===== src/logic/cpu_ops_pkg.sv =====
// package for the compare, clear, complement, decimal adjust, decrement, divide and loop-count unit
// assumes a core that fetches instruction bytes and owns memory; widths fixed at 8-bit data, 16-bit pc
package cpu_ops_pkg;
  localparam int          DATA_W      = 8;
  localparam int          PC_W        = 16;
  // opcode patterns and masks
  localparam logic [7:0]  OP_CMP_REG  = 8'hB8;
  localparam logic [7:0]  MSK_REG     = 8'hF8;
  localparam logic [7:0]  OP_CMP_IND  = 8'hB6;
  localparam logic [7:0]  MSK_IND     = 8'hFE;
  localparam logic [7:0]  OP_CLR_ACC  = 8'hE4;
  localparam logic [7:0]  OP_CLR_CY   = 8'hC3;
  localparam logic [7:0]  OP_CLR_BIT  = 8'hC2;
  localparam logic [7:0]  OP_CPL_ACC  = 8'hF4;
  localparam logic [7:0]  OP_CPL_CY   = 8'hB3;
  localparam logic [7:0]  OP_CPL_BIT  = 8'hB2;
  localparam logic [7:0]  OP_DADJ     = 8'hD4;
  localparam logic [7:0]  OP_DEC_ACC  = 8'h14;
  localparam logic [7:0]  OP_DEC_REG  = 8'h18;
  localparam logic [7:0]  OP_DEC_DIR  = 8'h15;
  localparam logic [7:0]  OP_DEC_IND  = 8'h16;
  localparam logic [7:0]  OP_DIV      = 8'h84;
  localparam logic [7:0]  OP_DECREMENT_BRANCH_NONZERO_REG = 8'hD8;
  localparam logic [7:0]  OP_DECREMENT_BRANCH_NONZERO_DIR = 8'hD5;
  // lengths and cycle counts
  localparam logic [1:0]  LEN_1       = 2'h1;
  localparam logic [1:0]  LEN_2       = 2'h2;
  localparam logic [1:0]  LEN_3       = 2'h3;
  localparam logic [1:0]  CYC_1       = 2'h1;
  localparam logic [1:0]  CYC_2       = 2'h2;
  // decimal adjust
  localparam logic [3:0]  BCD_MAX     = 4'h9;
  localparam logic [3:0]  BCD_FIX     = 4'h6;
  // fixed results for a zero divisor
  localparam logic [7:0]  DIV0_QUOT   = 8'hFF;
  localparam logic [7:0]  DIV0_REM    = 8'h00;
  localparam logic [7:0]  ZERO_BYTE   = 8'h00;
  localparam logic [7:0]  ONE_BYTE    = 8'h01;
  localparam int          DIV_STEPS   = 8;
  typedef enum logic [1:0] {
    ST_IDLE = 2'b00,
    ST_DIV  = 2'b01,
    ST_DONE = 2'b10
  } op_state_t;
endpackage


===== src/logic/cpu_compare_clear_bcd_div_ops.sv =====
// execution unit for compare-branch, clear, complement, decimal adjust, decrement, divide, loop count
// assumes the core presents opcode, operand bytes and operands with opValid; results return one clock later, or when the divider finishes
`timescale 1ns/1ns
module cpu_compare_clear_bcd_div_ops
  import cpu_ops_pkg::*;
(
  input  wire logic            clock,
  input  wire logic            reset_n,
  input  wire logic            opValid,
  input  wire logic [7:0]      opcode,
  input  wire logic [7:0]      immData,
  input  wire logic [7:0]      relOffset,
  input  wire logic [PC_W-1:0] pcIn,
  input  wire logic [7:0]      accIn,
  input  wire logic [7:0]      bIn,
  input  wire logic            carryIn,
  input  wire logic            auxCarryIn,
  input  wire logic            overflowIn,
  input  wire logic [7:0]      memOperand,
  input  wire logic            operandIsPort,
  input  wire logic [7:0]      portLatch,
  input  wire logic            bitValue,
  input  wire logic            bitIsPort,
  input  wire logic            bitLatch,
  output logic                 busy,
  output logic                 done,
  output logic [PC_W-1:0]      pcOut,
  output logic [7:0]           accOut,
  output logic [7:0]           bOut,
  output logic                 carryOut,
  output logic                 auxCarryOut,
  output logic                 overflowOut,
  output logic                 parityOut,
  output logic [7:0]           memResult,
  output logic                 memWrite,
  output logic                 bitResult,
  output logic                 bitWrite,
  output logic [1:0]           instrLength,
  output logic [1:0]           instrCycles
);
  // ************************************************************
  // decode and combinational results
  // ************************************************************
  op_state_t        state;
  logic [7:0]       srcByte;
  logic             srcBit;
  logic [7:0]       decByte;
  logic [PC_W-1:0]  pcNext3;
  logic [PC_W-1:0]  pcNext2;
  logic [PC_W-1:0]  relExt;
  logic [8:0]       adjLow;
  logic [8:0]       adjHigh;
  logic             adjCarry;
  logic             isCmp;
  logic             isDecMem;
  logic             isDjnz;
  logic             isDjnzDir;
  logic             divStart;
  logic             divDone;
  logic [7:0]       divQuot;
  logic [7:0]       divRem;
  logic             divByZero;
  logic             cmpUnequal;
  logic             loopAgain;

  // ports are byte wide and the offset is sign-extended into the pc, so the pc must be wider than a byte
  if (DATA_W != 8 || PC_W <= 8) begin : g_width_check
    $error("cpu_compare_clear_bcd_div_ops needs 8-bit data and a pc wider than 8 bits");
  end

  assign srcByte   = operandIsPort ? portLatch : memOperand;
  assign srcBit    = bitIsPort ? bitLatch : bitValue;
  assign decByte   = srcByte - ONE_BYTE;
  assign relExt    = {{(PC_W-8){relOffset[7]}}, relOffset};
  assign pcNext3   = pcIn + PC_W'(LEN_3);
  assign pcNext2   = pcIn + PC_W'(LEN_2);
  assign isCmp     = ((opcode & MSK_REG) == OP_CMP_REG) || ((opcode & MSK_IND) == OP_CMP_IND);
  assign isDecMem  = ((opcode & MSK_REG) == OP_DEC_REG) || ((opcode & MSK_IND) == OP_DEC_IND)
                     || (opcode == OP_DEC_DIR);
  assign isDjnzDir = opcode == OP_DECREMENT_BRANCH_NONZERO_DIR;
  assign isDjnz    = ((opcode & MSK_REG) == OP_DECREMENT_BRANCH_NONZERO_REG) || isDjnzDir;
  assign divByZero = bIn == ZERO_BYTE;
  assign divStart  = opValid && (state == ST_IDLE) && (opcode == OP_DIV) && !divByZero;
  assign cmpUnequal = srcByte != immData;
  assign loopAgain  = decByte != ZERO_BYTE;

  always_comb begin
    adjLow = {1'b0, accIn};
    if ((accIn[3:0] > BCD_MAX) || auxCarryIn) begin
      adjLow = {1'b0, accIn} + {5'h00, BCD_FIX};
    end
  end

  // high nibble fix, carry only set
  always_comb begin
    adjHigh = adjLow;
    if ((adjLow[7:4] > BCD_MAX) || adjLow[8] || carryIn) begin
      adjHigh = {1'b0, adjLow[7:0]} + {1'b0, BCD_FIX, 4'h0};
    end
    adjCarry = carryIn | adjLow[8] | adjHigh[8];
  end

  div_unit #(
    .WIDTH(DATA_W)
  ) u_div (
    .clock     (clock),
    .reset_n   (reset_n),
    .start     (divStart),
    .dividend  (accIn),
    .divisor   (bIn),
    .done      (divDone),
    .quotient  (divQuot),
    .remainder (divRem)
  );

  // ************************************************************
  // sequencing
  // ************************************************************
  // divide by a nonzero divisor is multi-cycle; other ops, and divide by zero, finish in the cycle after opValid
  always_ff @(posedge clock) begin
    if (!reset_n) begin
      state <= ST_IDLE;
      busy  <= 1'b0;
    end else begin
      unique case (state)
        ST_IDLE: begin
          if (divStart) begin
            state <= ST_DIV;
            busy  <= 1'b1;
          end
        end
        ST_DIV: begin
          if (divDone) begin
            state <= ST_IDLE;
            busy  <= 1'b0;
          end
        end
        default: begin
          state <= ST_IDLE;
          busy  <= 1'b0;
        end
      endcase
    end
  end

  // ************************************************************
  // result registers
  // ************************************************************
  always_ff @(posedge clock) begin
    if (!reset_n) begin
      done        <= 1'b0;
      pcOut       <= '0;
      accOut      <= ZERO_BYTE;
      bOut        <= ZERO_BYTE;
      carryOut    <= 1'b0;
      auxCarryOut <= 1'b0;
      overflowOut <= 1'b0;
      memResult   <= ZERO_BYTE;
      memWrite    <= 1'b0;
      bitResult   <= 1'b0;
      bitWrite    <= 1'b0;
      instrLength <= LEN_1;
      instrCycles <= CYC_1;
    end else begin
      done     <= 1'b0;
      memWrite <= 1'b0;
      bitWrite <= 1'b0;
      if (state == ST_DIV) begin
        if (divDone) begin
          done        <= 1'b1;
          accOut      <= divQuot;
          bOut        <= divRem;
          carryOut    <= 1'b0;
          overflowOut <= 1'b0;
        end
      end else if (divStart) begin
        // pcIn may move while the divider runs
        // pc at start
        pcOut       <= pcIn + PC_W'(LEN_1);
        instrLength <= LEN_1;
        auxCarryOut <= auxCarryIn;
      end else if (opValid && !divStart) begin
        done        <= 1'b1;
        pcOut       <= pcIn + PC_W'(LEN_1);
        accOut      <= accIn;
        bOut        <= bIn;
        carryOut    <= carryIn;
        auxCarryOut <= auxCarryIn;
        overflowOut <= overflowIn;
        instrLength <= LEN_1;
        instrCycles <= CYC_1;
        if (isCmp) begin
          instrLength <= LEN_3;
          instrCycles <= CYC_2;
          pcOut       <= cmpUnequal ? pcNext3 + relExt : pcNext3;
          carryOut    <= srcByte < immData;
        end else if (isDjnz) begin
          instrLength <= isDjnzDir ? LEN_3 : LEN_2;
          instrCycles <= CYC_2;
          memResult   <= decByte;
          memWrite    <= 1'b1;
          if (isDjnzDir) begin
            pcOut <= loopAgain ? pcNext3 + relExt : pcNext3;
          end else begin
            pcOut <= loopAgain ? pcNext2 + relExt : pcNext2;
          end
        end else if (isDecMem) begin
          instrLength <= (opcode == OP_DEC_DIR) ? LEN_2 : LEN_1;
          pcOut       <= (opcode == OP_DEC_DIR) ? pcNext2 : pcIn + PC_W'(LEN_1);
          memResult   <= decByte;
          memWrite    <= 1'b1;
        end else begin
          unique case (opcode)
            OP_CLR_ACC: accOut   <= ZERO_BYTE;
            OP_CPL_ACC: accOut   <= ~accIn;
            OP_DEC_ACC: accOut   <= accIn - ONE_BYTE;
            OP_CLR_CY:  carryOut <= 1'b0;
            OP_CPL_CY:  carryOut <= ~carryIn;
            OP_CLR_BIT: begin
              instrLength <= LEN_2;
              pcOut       <= pcNext2;
              bitResult   <= 1'b0;
              bitWrite    <= 1'b1;
            end
            OP_CPL_BIT: begin
              instrLength <= LEN_2;
              pcOut       <= pcNext2;
              bitResult   <= ~srcBit;
              bitWrite    <= 1'b1;
            end
            OP_DADJ: begin
              accOut   <= adjHigh[7:0];
              carryOut <= adjCarry;
            end
            OP_DIV: begin
              accOut      <= DIV0_QUOT;
              bOut        <= DIV0_REM;
              carryOut    <= 1'b0;
              overflowOut <= 1'b1;
            end
            default: begin
              pcOut <= pcIn + PC_W'(LEN_1);
            end
          endcase
        end
      end
    end
  end

  // ************************************************************
  // parity
  // ************************************************************
  // parity of accumulator
  always_ff @(posedge clock) begin
    if (!reset_n) begin
      parityOut <= 1'b0;
    end else if (opValid && !divStart && state == ST_IDLE) begin
      unique case (opcode)
        OP_CLR_ACC: parityOut <= 1'b0;
        OP_CPL_ACC: parityOut <= ^(~accIn);
        OP_DEC_ACC: parityOut <= ^(accIn - ONE_BYTE);
        OP_DADJ:    parityOut <= ^adjHigh[7:0];
        OP_DIV:     parityOut <= ^DIV0_QUOT;
        default:    parityOut <= ^accIn;
      endcase
    end else if (state == ST_DIV && divDone) begin
      parityOut <= ^divQuot;
    end
  end
endmodule


===== src/logic/div_unit.sv =====
// restoring unsigned divider, one quotient bit per clock
// assumes start is a one-cycle pulse from the same clock and operands stay stable only at start
`timescale 1ns/1ns
module div_unit
  import cpu_ops_pkg::*;
#(
  parameter int WIDTH = DATA_W
) (
  input  wire logic             clock,
  input  wire logic             reset_n,
  input  wire logic             start,
  input  wire logic [WIDTH-1:0] dividend,
  input  wire logic [WIDTH-1:0] divisor,
  output logic                  done,
  output logic      [WIDTH-1:0] quotient,
  output logic      [WIDTH-1:0] remainder
);
  // count is five bits wide and the shift needs at least two bits
  if (WIDTH < 2 || WIDTH > 16) begin : g_width_check
    $error("div_unit WIDTH out of range");
  end

  logic [WIDTH-1:0] dvsr;
  logic [4:0]       count;
  logic             busy;
  logic [WIDTH:0]   trial;

  // shift the next dividend bit into the partial remainder and test it
  always_comb begin
    trial = {remainder, quotient[WIDTH-1]} - {1'b0, dvsr};
  end

  always_ff @(posedge clock) begin
    if (!reset_n) begin
      busy      <= 1'b0;
      done      <= 1'b0;
      count     <= 5'h00;
      dvsr      <= '0;
      quotient  <= '0;
      remainder <= '0;
    end else begin
      done <= 1'b0;
      if (start) begin
        busy      <= 1'b1;
        count     <= 5'(WIDTH);
        dvsr      <= divisor;
        quotient  <= dividend;
        remainder <= '0;
      end else if (busy) begin
        if (!trial[WIDTH]) begin
          remainder <= trial[WIDTH-1:0];
        end else begin
          remainder <= {remainder[WIDTH-2:0], quotient[WIDTH-1]};
        end
        quotient <= {quotient[WIDTH-2:0], ~trial[WIDTH]};
        count    <= count - 5'h01;
        if (count == 5'h01) begin
          busy <= 1'b0;
          done <= 1'b1;
        end
      end
    end
  end
endmodule


===== config.mk =====
export PLATFORM = sky130hd
export DESIGN_NAME = cpu_compare_clear_bcd_div_ops
export DESIGN_NICKNAME = d
export VERILOG_FILES = /design/src/logic/cpu_ops_pkg.sv /design/src/logic/cpu_compare_clear_bcd_div_ops.sv /design/src/logic/div_unit.sv
export SDC_FILE = /design/constraint.sdc
export NUM_CORES = 1
export LEC_CHECK = 0
export ABC_CLOCK_PERIOD_IN_PS = 3600
export BUFFER_PORTS_ARGS = -buffer_cell sky130_fd_sc_hd__buf_2
export CAP_MARGIN = 20
export CORE_MARGIN = 1.5
export CORE_UTILIZATION = 35
export CTS_CLUSTER_SIZE = 20
export DETAILED_ROUTE_END_ITERATION = 16
export HOLD_SLACK_MARGIN = 0.03
export PLACE_DENSITY_LB_ADDON = 0.08
export SETUP_SLACK_MARGIN = 0.1
export SLEW_MARGIN = 5
export SYNTH_ARGS = -nofsm -noshare
export SYNTH_HDL_FRONTEND = slang
export SYNTH_HIERARCHICAL = 1
export SYNTH_SLANG_ARGS = --single-unit

===== constraint.sdc =====
create_clock -name clock -period 3.6 [get_ports clock]
set_clock_uncertainty 0.1 [all_clocks]
set_input_delay 0.36 -clock clock [delete_from_list [all_inputs] [get_ports clock]]
set_output_delay 0.36 -clock clock [all_outputs]
set_load 0.01 [all_outputs]

== Yosys cells after proc, flatten, opt, wreduce, memory -nomap -nowiden ==
Index checks and enable logic that the tools add are counted.

* Register bits after elaboration: 86
* Input bits: 82
* Output and inout bits: 53
* Logic and storage cells: 200

* $add $sub $neg: 11
* Magnitude comparators: 3
* Equal/unequal tests: 22
* Multiplexer cells: 85
* Bitwise logic cells: 14
* Reductions and logical operators: 42

{| class="wikitable"
|+ Operator list
! kind !! count
|-
| $mux W16 || 11
|-
| $mux W8 || 21
|-
| $eq A8 B8 Y1 const B || 9
|-
| $pmux W8 S5 || 1
|-
| $reduce_xor A8 Y1 || 5
|-
| $add A16 B16 Y16 || 2
|-
| $add A16 B2 Y16 const B || 2
|-
| $mux W1 || 32
|-
| $mux W2 || 11
|-
| $mux W9 || 2
|-
| $add A16 B1 Y16 const B || 1
|-
| $eq A8 B5 Y1 const B || 2
|-
| $sub A8 B1 Y8 const B || 2
|-
| $reduce_bool A2 Y1 || 6
|-
| $not A1 Y1 || 11
|-
| $eq A5 B5 Y1 const B || 2
|-
| $add A8 B3 Y9 const B || 1
|-
| $add A8 B7 Y9 const B || 1
|-
| $sub A9 B8 Y9 || 1
|-
| $gt A4 B4 Y1 const B || 2
|-
| $logic_not A8 Y1 || 1
|-
| $lt A8 B8 Y1 || 1
|-
| $mux W4 || 2
|-
| $ne A8 B8 Y1 || 1
|-
| other kinds (27) || 47
|}

== Longest topological paths before layout ==
* Depth in word-level cells: 15
* Depth in mapped cells: 18
* Depth with buffers taken out: 18

== Modules after synthesis ==
The synthesis kept the hierarchy.

{| class="wikitable"
|+ By module, submodules not included
! module !! times used !! cells an instance !! area an instance (um^2) !! seq. area each (um^2)
|-
| cpu_compare_clear_bcd_div_ops || 1 || 1021 || 7104.3 || 1061.0
|-
| div_unit || 1 || 206 || 1804.2 || 620.6
|}

== Worst setup path after synthesis ==
OpenSTA, ideal clock, no wires.

* Path type: input to register
* Start point: in pcIn[3]
* End point: reg pcOut[15]
* Setup time: 59 ps
* Arrival: 3748 ps
* Slack: -308 ps
* Cell stages on the path: 16
* Path through: clkbuf_1 -> and4_1 -> nor2b_1 -> nor2b_1 -> xnor2_1 -> inv_1 -> ha_1 -> and2_1 -> a311oi_1 -> a21oi_1 -> a31o_2 -> or3_1 -> and2_1 -> mux2_2 -> o221ai_1 -> a22o_1

* Cells in the longest elaborated chain, start to end: 8
* Elaborated cells between the ends (all ways): 16

{| class="wikitable"
|+ RTL lines
! item !! RTL line !! RTL
|-
| start, declared || cpu_compare_clear_bcd_div_ops.sv:13 || <nowiki>input wire logic [PC_W-1:0] pcIn,</nowiki>
|-
| $add A16 B2 Y16, on equally long branches || cpu_compare_clear_bcd_div_ops.sv:76, cpu_compare_clear_bcd_div_ops.sv:75 ||
|-
| $add A16 B16 Y16, on equally long branches || cpu_compare_clear_bcd_div_ops.sv:205, cpu_compare_clear_bcd_div_ops.sv:195, cpu_compare_clear_bcd_div_ops.sv:203 ||
|-
| $mux W16, on equally long branches || cpu_compare_clear_bcd_div_ops.sv:205, cpu_compare_clear_bcd_div_ops.sv:203 ||
|-
| $mux W16 || cpu_compare_clear_bcd_div_ops.sv:202 || <nowiki>if (isDjnzDir) begin</nowiki>
|-
| $mux W16 || cpu_compare_clear_bcd_div_ops.sv:197 || <nowiki>end else if (isDjnz) begin</nowiki>
|-
| $mux W16 || cpu_compare_clear_bcd_div_ops.sv:192 || <nowiki>if (isCmp) begin</nowiki>
|-
| $mux W16 || cpu_compare_clear_bcd_div_ops.sv:182 || <nowiki>end else if (opValid && !divStart) begin</nowiki>
|-
| $mux W16 (*) || cpu_compare_clear_bcd_div_ops.sv:176 || <nowiki>end else if (divStart) begin</nowiki>
|-
| end signal, assigned || cpu_compare_clear_bcd_div_ops.sv:179 || <nowiki>pcOut <= pcIn + PC_W'(LEN_1);</nowiki>
|-
| end signal, assigned || cpu_compare_clear_bcd_div_ops.sv:184 || <nowiki>pcOut <= pcIn + PC_W'(LEN_1);</nowiki>
|-
| end signal, assigned || cpu_compare_clear_bcd_div_ops.sv:195 || <nowiki>pcOut <= cmpUnequal ? pcNext3 + relExt : pcNext3;</nowiki>
|-
| end, declared || cpu_compare_clear_bcd_div_ops.sv:27 || <nowiki>output logic [PC_W-1:0] pcOut,</nowiki>
|}

Mark *: on every way between the ends. The rest lies on a longest branch, timed or not. The select of a mux whose other input is x is not followed.
A chain may end at the register's enable or synchronous reset.

== Final worst setup path ==
* Start point: in pcIn[1]
* End point: reg pcOut[15]

The elaborated chain is that of the path after synthesis.

==> summary.md <==
| Metric | Value |
|---|---|
| Status | completed |
| Vias in the first global route | 8971 |
| Syn nets | between 1000 and 1500 |
| Unrepaired setup endpoints after global routing | false |
| Post-synth top cells | nor2_1, nand2_1, a21oi_1 |
| Max Fclk | 0.299 GHz |
| 1st-iter DRT viols | 621 |
| Critical path endpoint category | flop |
| Gr usage total | 0.247 |
| Static Leakage | 4.84 nW |
| Vias/cell | 5.47 |
| Pwr dens | 277 nW/um2 |
| Slowest CP cell | or3_4 |
| Post-synthesis register bit count | 84 |
| DR WL/cell | 18.5 um |
| Hold Path Class | in -> reg |
| Cells after Synth | 1227 |
| EDFF count, synth | 0 |
| Post-DP HPWL | 24700 um |
| Most used DFF post-synth | dfxtp_1 |
| Global-route wire length before repair | 51200 um |
| Final setup violation count | 0 |
| Netlist area before placement | 8910 um2 |
| DIE WIDTH | 163 um |
| Starting Density | 0.355 |
| Worst Path Max Fanout | 4 |
| Clk_lat worst skew | 0.35 ns |
| Worst Path Arrival | 3.50 ns |
| VDD IR max | 0.224 mV |
| Non-filler cells, final | 1744 |
| Max clock buf depth | 2 |
| Area share of the largest cell type after synthesis | 0.189 |
| Final Hold Fails | 0 |
| Reg clk slew, reported paths | around 0.070 ns |
| Largest stage delay, worst path | between 0.3 and 0.4 ns |
| Total routed wirelength | ~32000 um |
| Drt pass-1 iters | 5 |
| Via count | approximately 9500 |
| Initial antenna violation count | 0 |
| Slew @ Worst Pin | 0.862 ns |
| Syn Area/Cell | 7.26 um2 |
| Share of cells above drive strength 1 | 0.217 |
| I/O pin count | around 140 |
| Cell Rows | 58 |
| CTS tree | yes |
| GRT overflow | 0 |
| Fin crit period | 3.35 ns |
| Sequential fraction of the synthesis area | 0.189 |
| Inserted Diodes | 0 |
| Top cells by area, synth | dfxtp_1, ha_1, xnor2_1 |
| Hold Buf Count CTS | 0 |
| Synth area leader | dfxtp_1 |
| Max-slew violations | 0 |
| Post-synth ARST share | 0 |
| DRT antenna net count | 0 |
| Final nets | 1559 |
| Slew HR | 0.424 |
| Largest net degree at the start of global routing | 50 |
| Crit-path cells | buf_4 -> clkinvlp_4 -> ha_4 -> a21oi_4 -> nor2_2 -> nand3_2 -> nor2_1 -> xnor2_1 -> inv_1 -> ha_4 -> and3_4 -> buf_4 -> and3_1 -> a31o_2 -> or3_4 -> and2_1 -> mux2_2 -> o221ai_1 -> a22o_1 |
| Post-route cell area | 11000 um2 |
| Final worst-path cycle share | 0.930 |
| DP Area | 10600 um2 |
| GPL Wtd Cong | 0.896 |
| Dpl cells | 1726 |
| Max-cap viol count | 0 |
| Yosys warning count | 6 |
| Synth unique cells | 74 |
| CP Data Required Time | 3.75 ns |
| Worst Setup Path Type | in -> reg |
| PortBufs | 134 |
| Worst Setup Start Kind | input port |
| DRC | 0 |
| Area delta synth->final | 23.6% |
| H-tree depth | 3 |
| Die Y | 163 um |
| Die ar. | about 26000 um2 |
| Total CTS buffers | 9 |
| Filler cells | about 2700 |
| CTS sink cnt | between 80 and 90 |
| Clk root buf | clkbuf_16 |
| Area of the core | 25100 um2 |
| Most common cell in the synthesized netlist | nor2_1 |
flip-flops by register name, indices dropped and copies added, names as in the netlist, 5 cells and up:
register,cells
accOut,8
bOut,8
memResult,8
pcOut,16
u_div/count,5
u_div/dvsr,8
u_div/quotient,8
u_div/remainder,8
routing by layer:
layer  global-route usage  up-vias  share of wire
met5                    0        -              0
met4               0.0450        0          0.012
met3               0.0300       32          0.054
met2                0.409      284           0.46
met1                0.345     4438           0.47
li1                     -     4789              -
cells by family (layout without fill, tap and decap cells):
kind of cell / count (synthesis) / count (layout) / synth area share
compound gates: 363 / 363 / 0.266
simple gates: 422 / 422 / 0.224
mux: 42 / 42 / 0.0480
xor+xnor: 122 / 122 / 0.120
buf+inv: 126 / 313 / 0.0558
fa+ha+maj: 68 / 68 / 0.0980
flops: 84 / 84 / 0.189
power by group:
group | total [mW] | internal (mW) | leakage, nW | switching, mW
sequential | 0.988 | 0.964 | 0.686 | 0.0231
clock | 0.941 | 0.480 | 0.135 | 0.461
combinational | 1.12 | 0.490 | 4.02 | 0.626
area by class of cell:
| type | instances | area, um2 | area share |
|---|---|---|---|
| flip-flops and latches | 84 | 1680 | 0.153 |
| clock inverters | 7 | 57.6 | 0.00523 |
| clock buffers | 9 | 225 | 0.0205 |
| inverters | 55 | 210 | 0.0191 |
| well taps | 330 | 413 | 0.0375 |
| multi-input cells | 1017 | 6930 | 0.629 |
| repair buffers | 242 | 1500 | 0.136 |
path summary, 6_finish.rpt:
path	startpoint	end	slack (ns)	depth (start not counted)
min reg2reg	carryOut$_SDFFE_PN0P_	carryOut$_SDFFE_PN0P_	0.36	2
max reg2reg	u_div/quotient[7]$_SDFFE_PN0P_	u_div/remainder[7]$_SDFFE_PP0P_	1.02	8
min	auxCarryIn	auxCarryOut$_SDFFE_PN0P_	0.18	3
max	pcIn[1]	pcOut[15]$_SDFFE_PN0P_	0.25	19
placed cells by master, fill, tap and decap left out, drive strengths merged, types with 8 or more instances in the layout:
master,n
clkbuf,9
nor2b,20
nand2b,13
dfxtp,84
a221oi,8
nand4,11
nor4,10
o221ai,11
a31oi,11
and3,11
ha,65
nand2,119
nand3,35
o21a,16
a21oi,102
xor2,50
nor3,28
and2,11
o21ai,83
o2111ai,8
inv,57
a211oi,18
o211ai,15
o22ai,8
nor2,132
a21o,22
xnor2,72
mux2i,36
buf,242
o211a,8
worst max-delay path, delay by kind of cell:
kind | cells | cell delay (ns)
compound gates | 4 | 0.77
xor+xnor | 1 | 0.20
fa+ha+maj | 2 | 0.39
buf+inv | 4 | 0.46
mux | 1 | 0.21
simple gates | 7 | 1.09
per-stage QoR:
stage          setup slack, ns  total power, mW  TNS, ns  utilization  hold WS [ns]
2_1_floorplan            0.112             1.71        0            -         0.369
3_3_place_gp            -0.175             2.10   -0.175        0.423         0.341
3_5_place_dp            -0.203             2.10   -0.377        0.423         0.346
4_1_cts                  0.152             3.06        0        0.434         0.175
5_1_grt                 0.0971             3.23        0        0.438         0.208
6_report                 0.251             3.05        0        0.438         0.183
timing repair:
item	in CTS	in global routing
endpoints found under the setup margin	0	6
resized for setup	0	19
buffers inserted	0	2
Power figures use the tool's default switching activity.
